### src/ppc_pkg.sv
// package: register map, field positions and reset values for the pad pull configuration bank
package ppc_pkg;

    localparam logic [15:0] PPC_FUNC_OFFSET = 16'hf08e;
    localparam logic [15:0] PPC_SEL_OFFSET = 16'hf08f;
    localparam logic [15:0] PPC_PWDN_OFFSET = 16'hf090;

    localparam logic [7:0] PPC_FUNC_RESET = 8'h00;
    localparam logic [7:0] PPC_SEL_RESET = 8'h00;
    localparam logic [7:0] PPC_PWDN_RESET = 8'h00;

    // functional pin register fields
    localparam int PPC_F_IRQ_SEL = 0;
    localparam int PPC_F_IRQ_OFF = 1;
    localparam int PPC_F_RDY_SEL = 2;
    localparam int PPC_F_RDY_OFF = 3;
    localparam int PPC_F_DMARQ_PD_OFF = 4;
    localparam int PPC_F_DATA_PD_OFF = 5;
    localparam int PPC_F_VBUS_PD_OFF = 6;
    localparam int PPC_F_D7_PD_OFF = 7;

    // bus output selection / power-down fields
    localparam int PPC_S_CS0 = 0;
    localparam int PPC_S_CS1 = 1;
    localparam int PPC_S_DA = 2;
    localparam int PPC_S_DMACK = 3;
    localparam int PPC_S_RD = 4;
    localparam int PPC_S_WR = 5;
    localparam int PPC_S_BRST = 6;
    localparam int PPC_S_RSV = 7;

    // writable bits of the bus output registers, bit 7 reserved
    localparam logic [7:0] PPC_BUS_WMASK = 8'h7f;

endpackage : ppc_pkg

### src/ppc_pad_pull_config.sv
// pad pull resistor configuration register bank with pad-control decode
// Functional notes
// - functional bit 0 selects pullup (1) or pulldown (0) on the irq pad, pulldown after power-up.
// - functional bit 1 set disables both irq pad resistors, clear enables the selected one.
// - functional bit 2 selects pullup (1) or pulldown (0) on the ready pad, pulldown after power-up.
// - functional bit 3 set disables both ready pad resistors, clear enables the selected one.
// - functional bit 4 set disconnects the dma request pulldown, clear connects it.
// - functional bit 5 controls the pulldowns of all bus data pads except bit 7, 1 disconnects.
// - functional bit 6 set disconnects the vbus sense pulldown, clear connects it.
// - functional bit 7 controls the bus data bit 7 pulldown alone, connected after power-up.
// - each bus output select bit at 1 enables pullup and at 0 enables pulldown.
// - select bits map cs0, cs1, address group, dma ack, read, write, bus reset, bit 7 reads 0.
// - writing the bus hard reset bit as 1 clears the bus reset pad select bit.
// - at power-up every bus output pad has pulldown enabled and pullup disabled.
// - a power-down bit at 1 disables both resistors of its group, 0 enables the selected one.
`timescale 1ns/10ps
`default_nettype none
module ppc_pad_pull_config
    import ppc_pkg::*;
(
    input wire logic mclk,
    input wire logic rst,
    // mcu external data space access
    input wire logic [15:0] xaddr,
    input wire logic [7:0] xwdata,
    input wire logic xwr,
    input wire logic xrd,
    output logic [7:0] xrdata,
    // pulse when the mcu writes the bus hard reset bit as 1
    input wire logic bus_hard_reset_bit,
    // functional pad controls
    output logic irq_pullup_en,
    output logic irq_pulldown_en,
    output logic rdy_pullup_en,
    output logic rdy_pulldown_en,
    output logic dmarq_pulldown_en,
    output logic data_pulldown_en,
    output logic data7_pulldown_en,
    output logic vbus_pulldown_en,
    // bus output pad controls: cs0, cs1, da, dmack, rd, wr, bus reset
    output logic [6:0] bus_pullup_en,
    output logic [6:0] bus_pulldown_en
);

    logic [7:0] func_q;
    logic [7:0] sel_q;
    logic [7:0] pwdn_q;
    logic [7:0] xrdata_d;
    logic [7:0] func_d;
    logic [7:0] sel_d;
    logic [7:0] pwdn_d;

    // address decode
    logic func_hit;
    logic sel_hit;
    logic pwdn_hit;
    logic func_wr;
    logic sel_wr;
    logic pwdn_wr;

    // functional register fields
    logic irq_sel;
    logic irq_off;
    logic rdy_sel;
    logic rdy_off;
    logic dmarq_pd_off;
    logic data_pd_off;
    logic vbus_pd_off;
    logic d7_pd_off;

    // bus output selection fields; bus reset select is the only bit hardware changes on its own
    logic cs0_sel;
    logic cs1_sel;
    logic da_sel;
    logic dmack_sel;
    logic rd_sel;
    logic wr_sel;
    logic brst_sel;

    // bus output power-down fields
    logic cs0_off;
    logic cs1_off;
    logic da_off;
    logic dmack_off;
    logic rd_off;
    logic wr_off;
    logic brst_off;

    // address compare, used by every register
    function automatic logic hit(input logic [15:0] a, input logic [15:0] off);
        return a == off;
    endfunction : hit

    // reserved bit 7 is never stored, so it cannot read back as 1
    function automatic logic [7:0] bus_wval(input logic [7:0] d);
        return d & PPC_BUS_WMASK;
    endfunction : bus_wval

    // pulldown-only pads: the off bit disconnects, so the enable is its inverse
    function automatic logic pd_en(input logic off);
        return ~off;
    endfunction : pd_en

    // one address compare per register, shared by the write strobes and the read mux
    assign func_hit = hit(xaddr, PPC_FUNC_OFFSET);
    assign sel_hit = hit(xaddr, PPC_SEL_OFFSET);
    assign pwdn_hit = hit(xaddr, PPC_PWDN_OFFSET);
    assign func_wr = xwr & func_hit;
    assign sel_wr = xwr & sel_hit;
    assign pwdn_wr = xwr & pwdn_hit;

    // next functional value
    // no bit of this register is refused
    always_comb
    begin
        func_d = func_q;
        if (func_wr)
            func_d = xwdata;
    end

    // next selection value; hard reset clears the bus reset select and beats a same-cycle write
    // the hard reset strobe is taken as synchronous to mclk
    always_comb
    begin
        sel_d = sel_q;
        if (sel_wr)
            sel_d = bus_wval(xwdata);
        if (bus_hard_reset_bit)
            sel_d[PPC_S_BRST] = 1'b0;
    end

    // next power-down value, bit 7 reserved as in the selection register
    always_comb
    begin
        pwdn_d = pwdn_q;
        if (pwdn_wr)
            pwdn_d = bus_wval(xwdata);
    end

    // functional fields
    assign irq_sel = func_q[PPC_F_IRQ_SEL];
    assign irq_off = func_q[PPC_F_IRQ_OFF];
    assign rdy_sel = func_q[PPC_F_RDY_SEL];
    assign rdy_off = func_q[PPC_F_RDY_OFF];
    assign dmarq_pd_off = func_q[PPC_F_DMARQ_PD_OFF];
    assign data_pd_off = func_q[PPC_F_DATA_PD_OFF];
    assign vbus_pd_off = func_q[PPC_F_VBUS_PD_OFF];
    assign d7_pd_off = func_q[PPC_F_D7_PD_OFF];

    // selection fields
    assign cs0_sel = sel_q[PPC_S_CS0];
    assign cs1_sel = sel_q[PPC_S_CS1];
    assign da_sel = sel_q[PPC_S_DA];
    assign dmack_sel = sel_q[PPC_S_DMACK];
    assign rd_sel = sel_q[PPC_S_RD];
    assign wr_sel = sel_q[PPC_S_WR];
    assign brst_sel = sel_q[PPC_S_BRST];

    // power-down fields
    assign cs0_off = pwdn_q[PPC_S_CS0];
    assign cs1_off = pwdn_q[PPC_S_CS1];
    assign da_off = pwdn_q[PPC_S_DA];
    assign dmack_off = pwdn_q[PPC_S_DMACK];
    assign rd_off = pwdn_q[PPC_S_RD];
    assign wr_off = pwdn_q[PPC_S_WR];
    assign brst_off = pwdn_q[PPC_S_BRST];

    // functional pin register, all bits plain read/write
    always_ff @(posedge mclk or posedge rst)
    begin
        if (rst)
            func_q <= PPC_FUNC_RESET;
        else
            func_q <= func_d;
    end

    // selection register
    always_ff @(posedge mclk or posedge rst)
    begin
        if (rst)
            sel_q <= PPC_SEL_RESET;
        else
            sel_q <= sel_d;
    end

    // companion power-down register
    always_ff @(posedge mclk or posedge rst)
    begin
        if (rst)
            pwdn_q <= PPC_PWDN_RESET;
        else
            pwdn_q <= pwdn_d;
    end

    // read mux; unmapped addresses read zero
    always_comb
    begin
        xrdata_d = 8'h00;
        if (func_hit)
            xrdata_d = func_q;
        else if (sel_hit)
            xrdata_d = sel_q;
        else if (pwdn_hit)
            xrdata_d = pwdn_q;
    end

    // read data registered, valid the cycle after xrd
    // a read in the same cycle as a write returns the old value
    always_ff @(posedge mclk or posedge rst)
    begin
        if (rst)
            xrdata <= 8'h00;
        else if (xrd)
            xrdata <= xrdata_d;
    end

    // pad enables are pure decode of the register bits, no extra flop
    // interrupt request pad
    ppc_pad_decode u_irq (
        .pull_sel(irq_sel),
        .pull_off(irq_off),
        .pullup_en(irq_pullup_en),
        .pulldown_en(irq_pulldown_en)
    );

    // ready pad; firmware has to move it to the pullup before normal operation
    ppc_pad_decode u_rdy (
        .pull_sel(rdy_sel),
        .pull_off(rdy_off),
        .pullup_en(rdy_pullup_en),
        .pulldown_en(rdy_pulldown_en)
    );

    // pulldown-only pads
    assign dmarq_pulldown_en = pd_en(dmarq_pd_off);
    assign data_pulldown_en = pd_en(data_pd_off);
    assign vbus_pulldown_en = pd_en(vbus_pd_off);
    assign data7_pulldown_en = pd_en(d7_pd_off);

    // bus output groups; pulldowns come up enabled because the bus buffers are off at power-up
    // chip select 0
    ppc_pad_decode u_cs0 (
        .pull_sel(cs0_sel),
        .pull_off(cs0_off),
        .pullup_en(bus_pullup_en[PPC_S_CS0]),
        .pulldown_en(bus_pulldown_en[PPC_S_CS0])
    );

    // chip select 1
    ppc_pad_decode u_cs1 (
        .pull_sel(cs1_sel),
        .pull_off(cs1_off),
        .pullup_en(bus_pullup_en[PPC_S_CS1]),
        .pulldown_en(bus_pulldown_en[PPC_S_CS1])
    );

    // device address group
    ppc_pad_decode u_da (
        .pull_sel(da_sel),
        .pull_off(da_off),
        .pullup_en(bus_pullup_en[PPC_S_DA]),
        .pulldown_en(bus_pulldown_en[PPC_S_DA])
    );

    // dma acknowledge
    ppc_pad_decode u_dmack (
        .pull_sel(dmack_sel),
        .pull_off(dmack_off),
        .pullup_en(bus_pullup_en[PPC_S_DMACK]),
        .pulldown_en(bus_pulldown_en[PPC_S_DMACK])
    );

    // read strobe
    ppc_pad_decode u_rd (
        .pull_sel(rd_sel),
        .pull_off(rd_off),
        .pullup_en(bus_pullup_en[PPC_S_RD]),
        .pulldown_en(bus_pulldown_en[PPC_S_RD])
    );

    // write strobe
    ppc_pad_decode u_wr (
        .pull_sel(wr_sel),
        .pull_off(wr_off),
        .pullup_en(bus_pullup_en[PPC_S_WR]),
        .pulldown_en(bus_pulldown_en[PPC_S_WR])
    );

    // bus reset, dropped to the pulldown by a hard reset
    ppc_pad_decode u_brst (
        .pull_sel(brst_sel),
        .pull_off(brst_off),
        .pullup_en(bus_pullup_en[PPC_S_BRST]),
        .pulldown_en(bus_pulldown_en[PPC_S_BRST])
    );

endmodule : ppc_pad_pull_config
`default_nettype wire

### src/ppc_pad_decode.sv
// pad resistor enable decode for one pad group
`timescale 1ns/10ps
`default_nettype none
module ppc_pad_decode
    import ppc_pkg::*;
(
    input wire logic pull_sel,
    input wire logic pull_off,
    output logic pullup_en,
    output logic pulldown_en
);

    assign pullup_en = pull_sel & ~pull_off;
    assign pulldown_en = ~pull_sel & ~pull_off;

endmodule : ppc_pad_decode
`default_nettype wire

### config.mk
export PLATFORM = sky130hd
export DESIGN_NAME = ppc_pad_pull_config
export DESIGN_NICKNAME = d
export VERILOG_FILES = /design/src/ppc_pkg.sv /design/src/ppc_pad_pull_config.sv /design/src/ppc_pad_decode.sv
export SDC_FILE = /design/constraint.sdc
export NUM_CORES = 1
export LEC_CHECK = 0
export BUFFER_PORTS_ARGS = -buffer_cell sky130_fd_sc_hd__buf_4
export CORE_ASPECT_RATIO = 1.25
export CORE_MARGIN = 4
export CORE_UTILIZATION = 49
export DETAILED_ROUTE_END_ITERATION = 10
export PLACE_DENSITY_LB_ADDON = 0.3
export SLEW_MARGIN = 20
export SYNTH_ARGS = -nofsm -noshare
export SYNTH_HDL_FRONTEND = slang
export SYNTH_HIERARCHICAL = 1
export SYNTH_SLANG_ARGS = --single-unit
### constraint.sdc
create_clock -name mclk -period 1.3 [get_ports mclk]
set_input_delay 0 -clock mclk [delete_from_list [all_inputs] [get_ports mclk]]
set_output_delay 0 -clock mclk [all_outputs]
set_load 0.005 [all_outputs]
==> implementation parameters, run 1 <==
Parameter                              Value

Die
  Number of rows in the core area ... 22
  Die X-Extent ... between 50 and 60 µm
  DIE AREA ... around 0.0042 mm²
  Area of the placeable core ... between 0.003 and 0.004 mm²
  Starting density of the core ... around 52%
  Height of the die ... roughly 70 µm
  Top-level I/O count ... 59

Clock tree
  TritonCTS clock tree ... done
  Clock tree root driver cell ... sky130_fd_sc_hd__clkbuf_4
  Number of setup buffers added after CTS ... 0
  Clock net sink count ... 30
  Maximum clock insertion buffer count ... 2
  Clock transition at the register clock pins on the worst setup and hold paths after CTS ... 0.09 ns
  Clk Latency, worst-skew pair ... between 0.3 and 0.4 ns
  Number of buffers added by the clock tree synthesis step ... 5
  H-tree depth reported by CTS ... 2

STA
  Final hold violation count ... 0
  Slew Limit Fails ... 0
  Maximum clock frequency ... 775 MHz
  Slew at the pin with the worst max-slew slack ... around 0.38 ns
  Setup violators final ... 0
  Post-layout minimum cycle time ... about 1.3 ns
  Final worst-path cycle share ... 99.2%
  Skew final ... between 0.003 and 0.004 ns
  Worst-case headroom to the max-slew limit ... 74.4%

Finish
  Antenna diode count ... 0
  Share of the core filled with cells in the final layout ... 80.0%
  Area growth syn-to-layout ... 52.8%
  Fraction of layout instances using a drive strength above 1 ... 63.9%
  Most frequent cells in the layout ... sky130_fd_sc_hd__buf_4 (74), sky130_fd_sc_hd__dfrtp_1 (30), sky130_fd_sc_hd__mux2_2 (13)
  Filler cells ... 178
  Final net count ... 236
  Most common cell after layout, fill and taps aside ... sky130_fd_sc_hd__buf_4
  Final non-filler cell total ... 244

Status
  Status ... complete, no violations

Setup path
  Capturing point of the worst reg2reg path ... xrdata[5]$_DFFE_PP0P_
  Reg2Reg Setup Slack ... between 0.2 and 0.3 ns
  Startpoint of the most critical register-to-register path ... pwdn_q[5]$_DFFE_PP0P_
  Element type at the critical path end ... flop
  Worst setup path category ... input port to flop
  Critical path data required time ... 1.52 ns
  Worst Setup Start Kind ... input port
  Arrival time at the worst endpoint ... approximately 1.5 ns
  Logic depth of the worst register-to-register path ... 2
  Highest net fanout along the worst path ... 7

Route
  Number of iterations in the first detailed-routing pass ... 4
  Top layer reached by signal wires ... met4
  Final wirelength ... about 4.2 mm
  Routed length per instance ... ~17 µm
  Vias per cell ... 5.51
  Number of DRC violations after detailed-routing iteration 0 ... between 40 and 50
  Detail Route Antenna Nets ... 0
  Overall via count from detail_route ... 1344
  Wire length on met2 ... 2.18 mm
  Metal1 wirelength ... between 1.5 and 2 mm
  Remaining design rule violation count ... 0
  Routed length on met3 ... ~260 µm

Global routing
  First-pass GRT wire length ... between 6 and 7 mm
  Overflow after GRT ... 0
  Pin count of the biggest net entering global routing ... 31
  Total GRT Usage ... about a fifth
  Number of antenna violations at the first check in global routing ... 0
  Number of global-route vias before repair ... between 1000 and 1500

Run
  Max capacitance violation total ... 0

Power and ir drop
  Pleak ... about 1.2 nW
  Share of power burned in registers ... 53.7%
  Switching power ... 0.421 mW
  PwrDens ... 735 mW/mm²
  Sw frac ... about a quarter
  IR Drop Worst-Case VDD ... between 0.0006 and 0.0007 V
  Combinational share of power ... 13.7%
  Power Internal ... ~1.4 mW
  Clock network fraction of design power ... about 33%

Synthesis
  Number of storage elements in the synthesis netlist ... 30
  Number of distinct library cells after synthesis ... 29
  Number of instances in the synthesized netlist ... about 110
  Post-Synthesis Net Count ... 143
  Number of enable-type register cells in the synthesized netlist ... 0
  Area of the mapped netlist ... around 0.0016 mm²
  Ys Warns ... 6
  Fraction of synthesis flops using an asynchronous set or reset pin ... 100%
  Post-synth top flop ... sky130_fd_sc_hd__dfrtp_1
  Share of synthesized area occupied by flip-flops and latches ... roughly 47%
  Mean area per synthesized cell ... 13.9 µm²

Place
  Routability congestion estimate from global placement ... a little under 0.8
  Number of buffer cells added on primary ports ... between 50 and 60
  Total half-perimeter wirelength after legalization and detailed placement ... 3.00 mm
  Cell Count Post-Placement ... between 200 and 250

Hold path
  Hold wc startpoint ... xwr
  Number of cells traversed by the worst hold path ... 5
  Hold WC Path Type ... input port to flop
  Worst hold path endpoint ... sel_q[6]$_DFFE_PP0P_
layout make-up:
class | instances | area, µm² | area share, %
Sequential cell | 30 | 751 | 31.0
Tap cell | 36 | 45.0 | 1.86
Inverter | 7 | 26.3 | 1.08
Clock buffer | 7 | 55.1 | 2.27
Multi-Input combinational cell | 75 | 842 | 34.7
Clock inverter | 1 | 5.00 | 0.207
Timing Repair Buffer | 88 | 699 | 28.9
per-layer routing:
metal | global-route usage (%) | vias up
met5 | 0 | -
met4 | 8.06 | 0
met3 | 5.23 | 9
met2 | 36.9 | 57
met1 | 24.7 | 658
li1 | - | 620
worst max-delay path: stages:
cell and delay [ns]:
sky130_fd_sc_hd__buf_4 0.12, sky130_fd_sc_hd__or4b_4 0.53, sky130_fd_sc_hd__or4_4 0.53, sky130_fd_sc_hd__mux2_4 0.33
repair_timing:
action	4_1_cts	5_1_grt
hold buffers	11	0
setup endpoints to repair	14	22
pin swaps	2	6
gates resized for setup	2	7
hold endpoints to repair	53	0
state kept, by name (all words and copies together) (netlist names):
register / flops
sel_q: 7
func_q: 8
xrdata: 8
pwdn_q: 7
power groups by stage:
| stage | Combinational [mW] | Sequential, mW | Clock [mW] |
|---|---|---|---|
| 2_1_floorplan | 0.0706 | 0.975 | 0 |
| 3_3_place_gp | 0.200 | 0.974 | 0 |
| 3_5_place_dp | 0.207 | 0.975 | 0 |
| 4_1_cts | 0.236 | 0.956 | 0.590 |
| 5_1_grt | 0.263 | 0.958 | 0.646 |
| 6_report | 0.243 | 0.957 | 0.580 |
stage by stage:
stage                     worst slack (ns)  hold slack [ns]  area (µm²)  TNS [ns]  power (mW)
after detailed placement            -0.408            0.104        2200    -10.05        1.18
after CTS                          0.00153            0.201        2380         0        1.78
after global placement              -0.369           0.0890        2200     -9.35        1.17
final                               0.0103            0.226        2420         0        1.78
after global routing               -0.0106            0.218        2420   -0.0106        1.87
after floorplan                     -0.294           0.0631        1590     -5.07        1.05
how the worst max path moves through the flow:
| stage | from | end | slack [ns] | depth (start not counted) |
|---|---|---|---|---|
| after floorplan | xaddr[8] | pwdn_q[0]$_DFFE_PP0P_ | -0.29 | 5 |
| after global placement | xaddr[2] | pwdn_q[3]$_DFFE_PP0P_ | -0.37 | 4 |
| after detailed placement | xaddr[2] | pwdn_q[0]$_DFFE_PP0P_ | -0.41 | 4 |
| after CTS | xaddr[10] | pwdn_q[0]$_DFFE_PP0P_ | 0.002 | 5 |
| after global routing | xaddr[2] | xrdata[5]$_DFFE_PP0P_ | -0.01 | 7 |
| final | xaddr[2] | pwdn_q[0]$_DFFE_PP0P_ | 0.01 | 4 |
cell families after synthesis:
family / after synthesis / share of synthesized area (%)
mux: 21 / 16.5
buf+inv: 9 / 2.60
compound gates: 18 / 11.6
simple gates: 36 / 22.0
flops: 30 / 47.3
Yosys cell counts (2+ instances only):
cell | n | share of area [%]
sky130_fd_sc_hd__nand4bb_4 | 2 | 3.5
sky130_fd_sc_hd__inv_1 | 7 | 1.7
sky130_fd_sc_hd__mux2_2 | 13 | 9.2
sky130_fd_sc_hd__o221a_2 | 7 | 5.0
sky130_fd_sc_hd__mux2_4 | 7 | 6.6
sky130_fd_sc_hd__a221o_1 | 7 | 4.4
sky130_fd_sc_hd__nor2_1 | 9 | 2.1
sky130_fd_sc_hd__nor4_2 | 2 | 1.6
sky130_fd_sc_hd__dfrtp_1 | 30 | 47
sky130_fd_sc_hd__nand2_1 | 3 | 0.71
sky130_fd_sc_hd__nor2b_4 | 9 | 7.8
Power figures use the tool's default switching activity.
==> run 2, diff against run 1 <==
CORE_UTILIZATION = 46   (was 49)
CTS_BUF_LIST = sky130_fd_sc_hd__clkbuf_2 sky130_fd_sc_hd__clkbuf_4 sky130_fd_sc_hd__clkbuf_8   (was default)
clock period = 1.15 ns   (was 1.3 ns; I/O delays follow)
==> implementation parameters, run 2 (synthesized netlist as in run 1, its figures left out) <==
Parameter                              Value

Power and ir drop
  Power Internal ... 1.76 mW (+29%)
  IR Drop Worst-Case VDD ... 0.000883 V (+27%)
  Share of power burned in registers ... 47.6% (-6.1 points)
  Pleak ... 1.30 nW (+8.9%)
  Sw frac ... 22.9% (-0.77 points)
  Combinational share of power ... 12.6% (-1.1 points)
  PwrDens ... 876 mW/mm² (+19%)
  Clock network fraction of design power ... 39.8% (+7.2 points)
  Switching power ... 0.520 mW (+24%)

STA
  Sum of negative setup slack ... -3.62 ns (-3.62 ns)
  Setup repair after global routing missed its margin ... yes
  PnR worst setup slack ... -0.212 ns (-0.222 ns)
  Skew final ... 0.00572 ns (+0.00236 ns)
  Setup violators final ... 28 (+28)
  Post-layout minimum cycle time ... 1.36 ns
  Final worst-path cycle share ... 118%
  Slew Limit Fails ... 0 (unchanged)
  Slew at the pin with the worst max-slew slack ... 0.378 ns (-0.00646 ns)
  Maximum clock frequency ... 734 MHz
  Final hold violation count ... 0 (unchanged)
  Worst-case headroom to the max-slew limit ... 74.8% (+0.43 points)

Setup path
  Highest net fanout along the worst path ... 7 (unchanged)
  Peak per-stage delay on the critical path ... 0.62 ns (+0.09 ns)
  Arrival time at the worst endpoint ... 1.53 ns (+0.02 ns)
  Reg2Reg Setup Slack ... 0.13 ns (-0.14 ns)
  Worst Setup Start Kind ... input port
  Largest delay contributor family on the critical path ... simple AND/OR/NAND/NOR gates
  Instance count on the critical path ... 5 (+1)
  Worst setup path category ... input port to flop
  Crit path buffers/inverters ... 1 (unchanged)
  Element type at the critical path end ... flop
  Capturing point of the worst reg2reg path ... xrdata[6]$_DFFE_PP0P_
  Slowest stage cell on the critical path ... sky130_fd_sc_hd__or4_4
  Critical path data required time ... 1.32 ns (-0.20 ns)
  Logic depth of the worst register-to-register path ... 2 (unchanged)
  Startpoint of the most critical register-to-register path ... sel_q[6]$_DFFE_PP0P_
  Worst-path cell chain ... buf_6 > nand4bb_4 > or2_4 > or4_4 > mux2_4
  Capturing instance or port of the critical path ... pwdn_q[5]$_DFFE_PP0P_
  Beginning of the critical path ... xaddr[9]

Die
  Die X-Extent ... 60.5 µm (+2.8%)
  DIE AREA ... 0.00446 mm² (+5.7%)
  Height of the die ... 73.7 µm (+2.8%)
  Area of the placeable core ... 0.00325 mm² (+7.4%)
  Starting density of the core ... 48.8% (-3.6 points)
  Top-level I/O count ... 59 (unchanged)
  Number of rows in the core area ... 23 (+4.5%)

Clock tree
  Clock net sink count ... 30 (unchanged)
  H-tree depth reported by CTS ... 2 (unchanged)
  Maximum clock insertion buffer count ... 2 (unchanged)
  TritonCTS clock tree ... done
  Clk Latency, worst-skew pair ... 0.28 ns (-0.05 ns)
  Clock tree root driver cell ... sky130_fd_sc_hd__clkbuf_8
  Number of buffers added by the clock tree synthesis step ... 5 (unchanged)
  Clock transition at the register clock pins on the worst setup and hold paths after CTS ... 0.06 ns (-0.03 ns)

Finish
  Share of the core filled with cells in the final layout ... 79.9% (-0.16 points)
  Area growth syn-to-layout ... 63.7%
  Most frequent cells in the layout ... sky130_fd_sc_hd__buf_4 (72), sky130_fd_sc_hd__dfrtp_1 (30), sky130_fd_sc_hd__mux2_4 (14), sky130_fd_sc_hd__buf_6 (14), sky130_fd_sc_hd__dlygate4sd3_1 (10)
  Most common cell after layout, fill and taps aside ... sky130_fd_sc_hd__buf_4
  Registers with the most flip-flops ... func_q x8, xrdata x8
  Post-route cell area ... 0.00260 mm² (+7.2%)
  Antenna diode count ... 0 (unchanged)
  Final net count ... 244 (+3.4%)
  Fraction of layout instances using a drive strength above 1 ... 67.1% (+3.2 points)

Place
  Total half-perimeter wirelength after legalization and detailed placement ... 3.17 mm (+5.8%)
  Placed instance area ... 0.00225 mm² (+2.4%)
  Number of buffer cells added on primary ports ... 58 (unchanged)
  Routability congestion estimate from global placement ... 0.838 (+9.0%)

Global routing
  Number of antenna violations at the first check in global routing ... 0 (unchanged)
  Number of global-route vias before repair ... 1552 (+6.7%)
  Pin count of the biggest net entering global routing ... 31 (unchanged)
  First-pass GRT wire length ... 7.35 mm (+9.5%)
  Total GRT Usage ... 22.8% (+1.6 points)
  Overflow after GRT ... 0 (unchanged)

Route
  Routed length per instance ... 18.5 µm (+7.9%)
  Overall via count from detail_route ... 1399 (+4.1%)
  Remaining design rule violation count ... 0 (unchanged)
  Final wirelength ... 4.68 mm (+12%)
  Number of iterations in the first detailed-routing pass ... 4 (unchanged)
  Number of DRC violations after detailed-routing iteration 0 ... 43 (-8.5%)
  Vias per cell ... 5.53 (+0.39%)
  Detail Route Antenna Nets ... 0 (unchanged)

Run
  Max capacitance violation total ... 0 (unchanged)

Status
  Status ... complete, but fails checks
  Violations in the final reports ... setup timing

Hold path
  Hold WC Path Type ... input port to flop
run 2: cell types whose count changed in the layout (fill, tap and decap cells not counted), sizes merged:
| cell | change |
|---|---|
| dlygate4sd3 | -1 |
| buf | +9 |
run 2: power by group through the flow:
stage,combinational [mW],sequential (mW),clock [mW]
floorplan,0.0798,1.10,0
global placement,0.230,1.10,0
detailed placement,0.239,1.10,0
CTS,0.281,1.08,0.909
global route,0.308,1.08,0.966
finish,0.287,1.08,0.906
run 2: area by class of cell:
class                   instances  area (µm²)
clock buffers                   7        90.1
clock inverters                 1        5.00
fillers                       194         654
inverters                       7        26.3
multi-input cells              75         881
flip-flops and latches         30         751
well taps                      37        46.3
repair buffers                 96         798
run 2: repair_timing:
action                     in CTS  in global routing
setup endpoints to repair      30                 29
hold buffers                   10                  0
gates resized for setup        25                  5
pin swaps                      11                  4
hold endpoints to repair       51                  0
buffers inserted                2                  1
run 2: how the worst min path moves through the flow:
stage / slack, ns / cells after the start / end / startpoint
floorplan: 0.06 / 1 / sel_q[6]$_DFFE_PP0P_ / bus_hard_reset_bit
global placement: 0.09 / 3 / sel_q[2]$_DFFE_PP0P_ / rst
detailed placement: 0.11 / 3 / sel_q[2]$_DFFE_PP0P_ / rst
CTS: 0.03 / 2 / xrdata[7]$_DFFE_PP0P_ / xrd
global route: 0.05 / 2 / xrdata[7]$_DFFE_PP0P_ / xrd
finish: 0.05 / 2 / xrdata[7]$_DFFE_PP0P_ / xrd
run 2: layer usage:
metal / wire length (µm) / vias up / share of wire [%] / global-route usage [%]
li1: - / 634 / - / -
met1: 1690 / 707 / 36 / 25.0
met2: 2680 / 49 / 57 / 41.2
met3: 217 / 9 / 4.6 / 4.75
met4: 90 / 0 / 1.9 / 10.1
met5: 0 / - / 0 / 0
run 2: stage by stage:
step | hold slack [ns] | worst slack (ns) | cells | total power [mW]
after global routing | 0.0518 | -0.252 | 253 | 2.36
after floorplan | 0.0631 | -0.443 | 114 | 1.18
after detailed placement | 0.107 | -0.555 | 233 | 1.34
final | 0.0451 | -0.212 | 253 | 2.28
after global placement | 0.0916 | -0.521 | 233 | 1.33
after CTS | 0.0299 | -0.177 | 253 | 2.27
==> run 3, diff against run 2 <==
CTS_CLUSTER_DIAMETER = 60   (was default)
clock period = 1.1 ns   (was 1.15 ns; I/O delays follow)
==> implementation parameters, run 3 (synthesized netlist as in run 1, its figures left out) <==
Parameter                              Value

Status
  Status ... complete, but fails checks
  Violations in the final reports ... setup timing

Finish
  Post-route cell area ... 0.00268 mm² (+3.3%)
  Share of the core filled with cells in the final layout ... 82.5% (+2.7 points)
  Area growth syn-to-layout ... 69.2%
  Most frequent cells in the layout ... sky130_fd_sc_hd__buf_4 (71), sky130_fd_sc_hd__dfrtp_1 (30), sky130_fd_sc_hd__buf_6 (19)
  Fraction of layout instances using a drive strength above 1 ... 69.5% (+2.4 points)
  Most common cell after layout, fill and taps aside ... sky130_fd_sc_hd__buf_4
  Final net count ... 248 (+1.6%)
  Antenna diode count ... 0 (unchanged)
  Filler cells ... 182 (-6.2%)
  Registers with the most flip-flops ... func_q x8, xrdata x8

Hold path
  Hold WC Path Type ... input port to flop

Setup path
  Highest net fanout along the worst path ... 7 (unchanged)
  Element type at the critical path end ... flop
  Worst Setup Start Kind ... input port
  Arrival time at the worst endpoint ... 1.52 ns (about the same)
  Worst setup path category ... input port to flop
  Critical path data required time ... 1.28 ns (-0.04 ns)

Route
  Remaining design rule violation count ... 0 (unchanged)
  Number of DRC violations after detailed-routing iteration 0 ... 79 (+84%)
  Number of iterations in the first detailed-routing pass ... 4 (unchanged)
  Routed length per instance ... 19.1 µm (+3.3%)
  Detail Route Antenna Nets ... 0 (unchanged)
  Overall via count from detail_route ... 1449 (+3.6%)
  Vias per cell ... 5.64 (+2.0%)
  Final wirelength ... 4.92 mm (+5.0%)

Global routing
  Overflow after GRT ... 0 (unchanged)
  Total GRT Usage ... 23.7% (+0.86 points)
  Number of global-route vias before repair ... 1626 (+4.8%)
  Number of antenna violations at the first check in global routing ... 0 (unchanged)
  First-pass GRT wire length ... 7.76 mm (+5.6%)
  Pin count of the biggest net entering global routing ... 31 (unchanged)

Clock tree
  Clock tree root driver cell ... sky130_fd_sc_hd__clkbuf_8
  TritonCTS clock tree ... done
  Clock transition at the register clock pins on the worst setup and hold paths after CTS ... 0.07 ns (about the same)
  H-tree depth reported by CTS ... 2 (unchanged)
  Clock net sink count ... 30 (unchanged)
  Maximum clock insertion buffer count ... 2 (unchanged)
  Number of buffers added by the clock tree synthesis step ... 5 (unchanged)
  Clk Latency, worst-skew pair ... 0.29 ns (about the same)

STA
  Post-layout minimum cycle time ... approximately 1.3 ns
  Sum of negative setup slack ... -5.01 ns (-1.40 ns)
  Setup repair after global routing missed its margin ... yes
  Slew Limit Fails ... 0 (unchanged)
  Setup violators final ... 29 (+3.6%)
  Skew final ... 0.00875 ns (+0.00303 ns)
  Maximum clock frequency ... 742 MHz
  Final hold violation count ... 0 (unchanged)
  Final worst-path cycle share ... 123%
  Slew at the pin with the worst max-slew slack ... 0.386 ns (+0.00757 ns)
  Worst-case headroom to the max-slew limit ... 74.3% (-0.50 points)
  PnR worst setup slack ... -0.248 ns (-0.0367 ns)

Power and ir drop
  Clock network fraction of design power ... 42.7% (+2.9 points)
  Switching power ... 0.577 mW (+11%)
  PwrDens ... 940 mW/mm² (+7.3%)
  Sw frac ... 22.9% (about the same)
  Share of power burned in registers ... 44.8% (-2.8 points)
  Pleak ... 1.34 nW (+3.0%)
  Power Internal ... 1.95 mW (+11%)
  IR Drop Worst-Case VDD ... 0.00109 V (+23%)
  Combinational share of power ... 12.4% (-0.2 points)

Place
  Number of buffer cells added on primary ports ... 58 (unchanged)
  Total half-perimeter wirelength after legalization and detailed placement ... 3.15 mm (-0.69%)
  Worst slack at placement ... -0.603 ns (-0.0484 ns)
  Routability congestion estimate from global placement ... 0.807 (-3.6%)
  Placed instance area ... 0.00227 mm² (+1.0%)

Die
  Top-level I/O count ... 59 (unchanged)
  Area of the placeable core ... 0.00325 mm² (unchanged)
  Die X-Extent ... 60.5 µm (unchanged)
  Number of rows in the core area ... 23 (unchanged)
  Height of the die ... 73.7 µm (unchanged)
  Starting density of the core ... 48.8% (unchanged)
  DIE AREA ... 0.00446 mm² (unchanged)

Run
  Max capacitance violation total ... 0 (unchanged)
[run 3: cell count changes in the layout (fill, tap and decap cells not counted), moves of 2 or more]
cell	change
sky130_fd_sc_hd__buf_6	+5
sky130_fd_sc_hd__clkbuf_8	+2
sky130_fd_sc_hd__nor2_1	-2
sky130_fd_sc_hd__nor2_2	+2
[run 3: final timing paths]
path                                       start                    end  slack [ns]  cells past startpoint
max in group asynchronous                    rst   sel_q[0]$_DFFE_PP0P_        0.47                      4
min in group asynchronous                    rst  xrdata[6]$_DFFE_PP0P_        0.35                      4
max reg2reg                 sel_q[2]$_DFFE_PP0P_  xrdata[2]$_DFFE_PP0P_        0.09                      2
max                                     xaddr[9]  pwdn_q[4]$_DFFE_PP0P_       -0.25                      5
min                                    xwdata[6]  func_q[6]$_DFFE_PP0P_        0.03                      3
min reg2reg                func_q[7]$_DFFE_PP0P_  func_q[7]$_DFFE_PP0P_        0.51                      1
[run 3: area by class of cell]
| class | instances | area (µm²) | share of cell area (%) |
|---|---|---|---|
| clock buffers | 8 | 110 | 4.10 |
| inverters | 7 | 26.3 | 0.979 |
| well taps | 37 | 46.3 | 1.72 |
| multi-input cells | 75 | 903 | 33.7 |
| flip-flops and latches | 30 | 751 | 28.0 |
| repair buffers | 100 | 847 | 31.6 |
[run 3: power by group through the flow]
stage               combinational, mW  clock, mW  sequential [mW]
finish                          0.314       1.08             1.13
detailed placement              0.254          0             1.15
global placement                0.247          0             1.15
floorplan                      0.0834          0             1.15
global route                    0.342       1.14             1.13
CTS                             0.298       1.07             1.13
[run 3: through the flow]
stage | hold slack, ns | cells | power, mW
finish | 0.0286 | 257 | 2.52
global route | 0.0412 | 257 | 2.61
CTS | 0.119 | 257 | 2.50
global placement | 0.0934 | 236 | 1.40
floorplan | 0.0631 | 114 | 1.24
detailed placement | 0.105 | 236 | 1.41
[run 3: metal layers]
layer | routed length (µm) | GRT usage (%) | vias to the layer above
met1 | 1820 | 27.0 | 734
li1 | - | - | 640
met3 | 292 | 5.10 | 15
met4 | 147 | 11.1 | 0
met5 | 0 | 0 | -
met2 | 2660 | 41.2 | 60
[run 3: worst max-delay path, stage by stage]
cell                        delay (ns)
sky130_fd_sc_hd__buf_6            0.09
sky130_fd_sc_hd__nand4bb_4        0.21
sky130_fd_sc_hd__or2_4            0.27
sky130_fd_sc_hd__or4_4            0.62
sky130_fd_sc_hd__mux2_4           0.34
[run 3: what timing repair did]
| action | 4_1_cts | 5_1_grt |
|---|---|---|
| endpoints found under the hold margin | 52 | 1 |
| pin swaps | 16 | 8 |
| endpoints found under the setup margin | 30 | 32 |
| setup buffers | 3 | 2 |
| hold buffers | 10 | 1 |
| gates resized for setup | 22 | 19 |
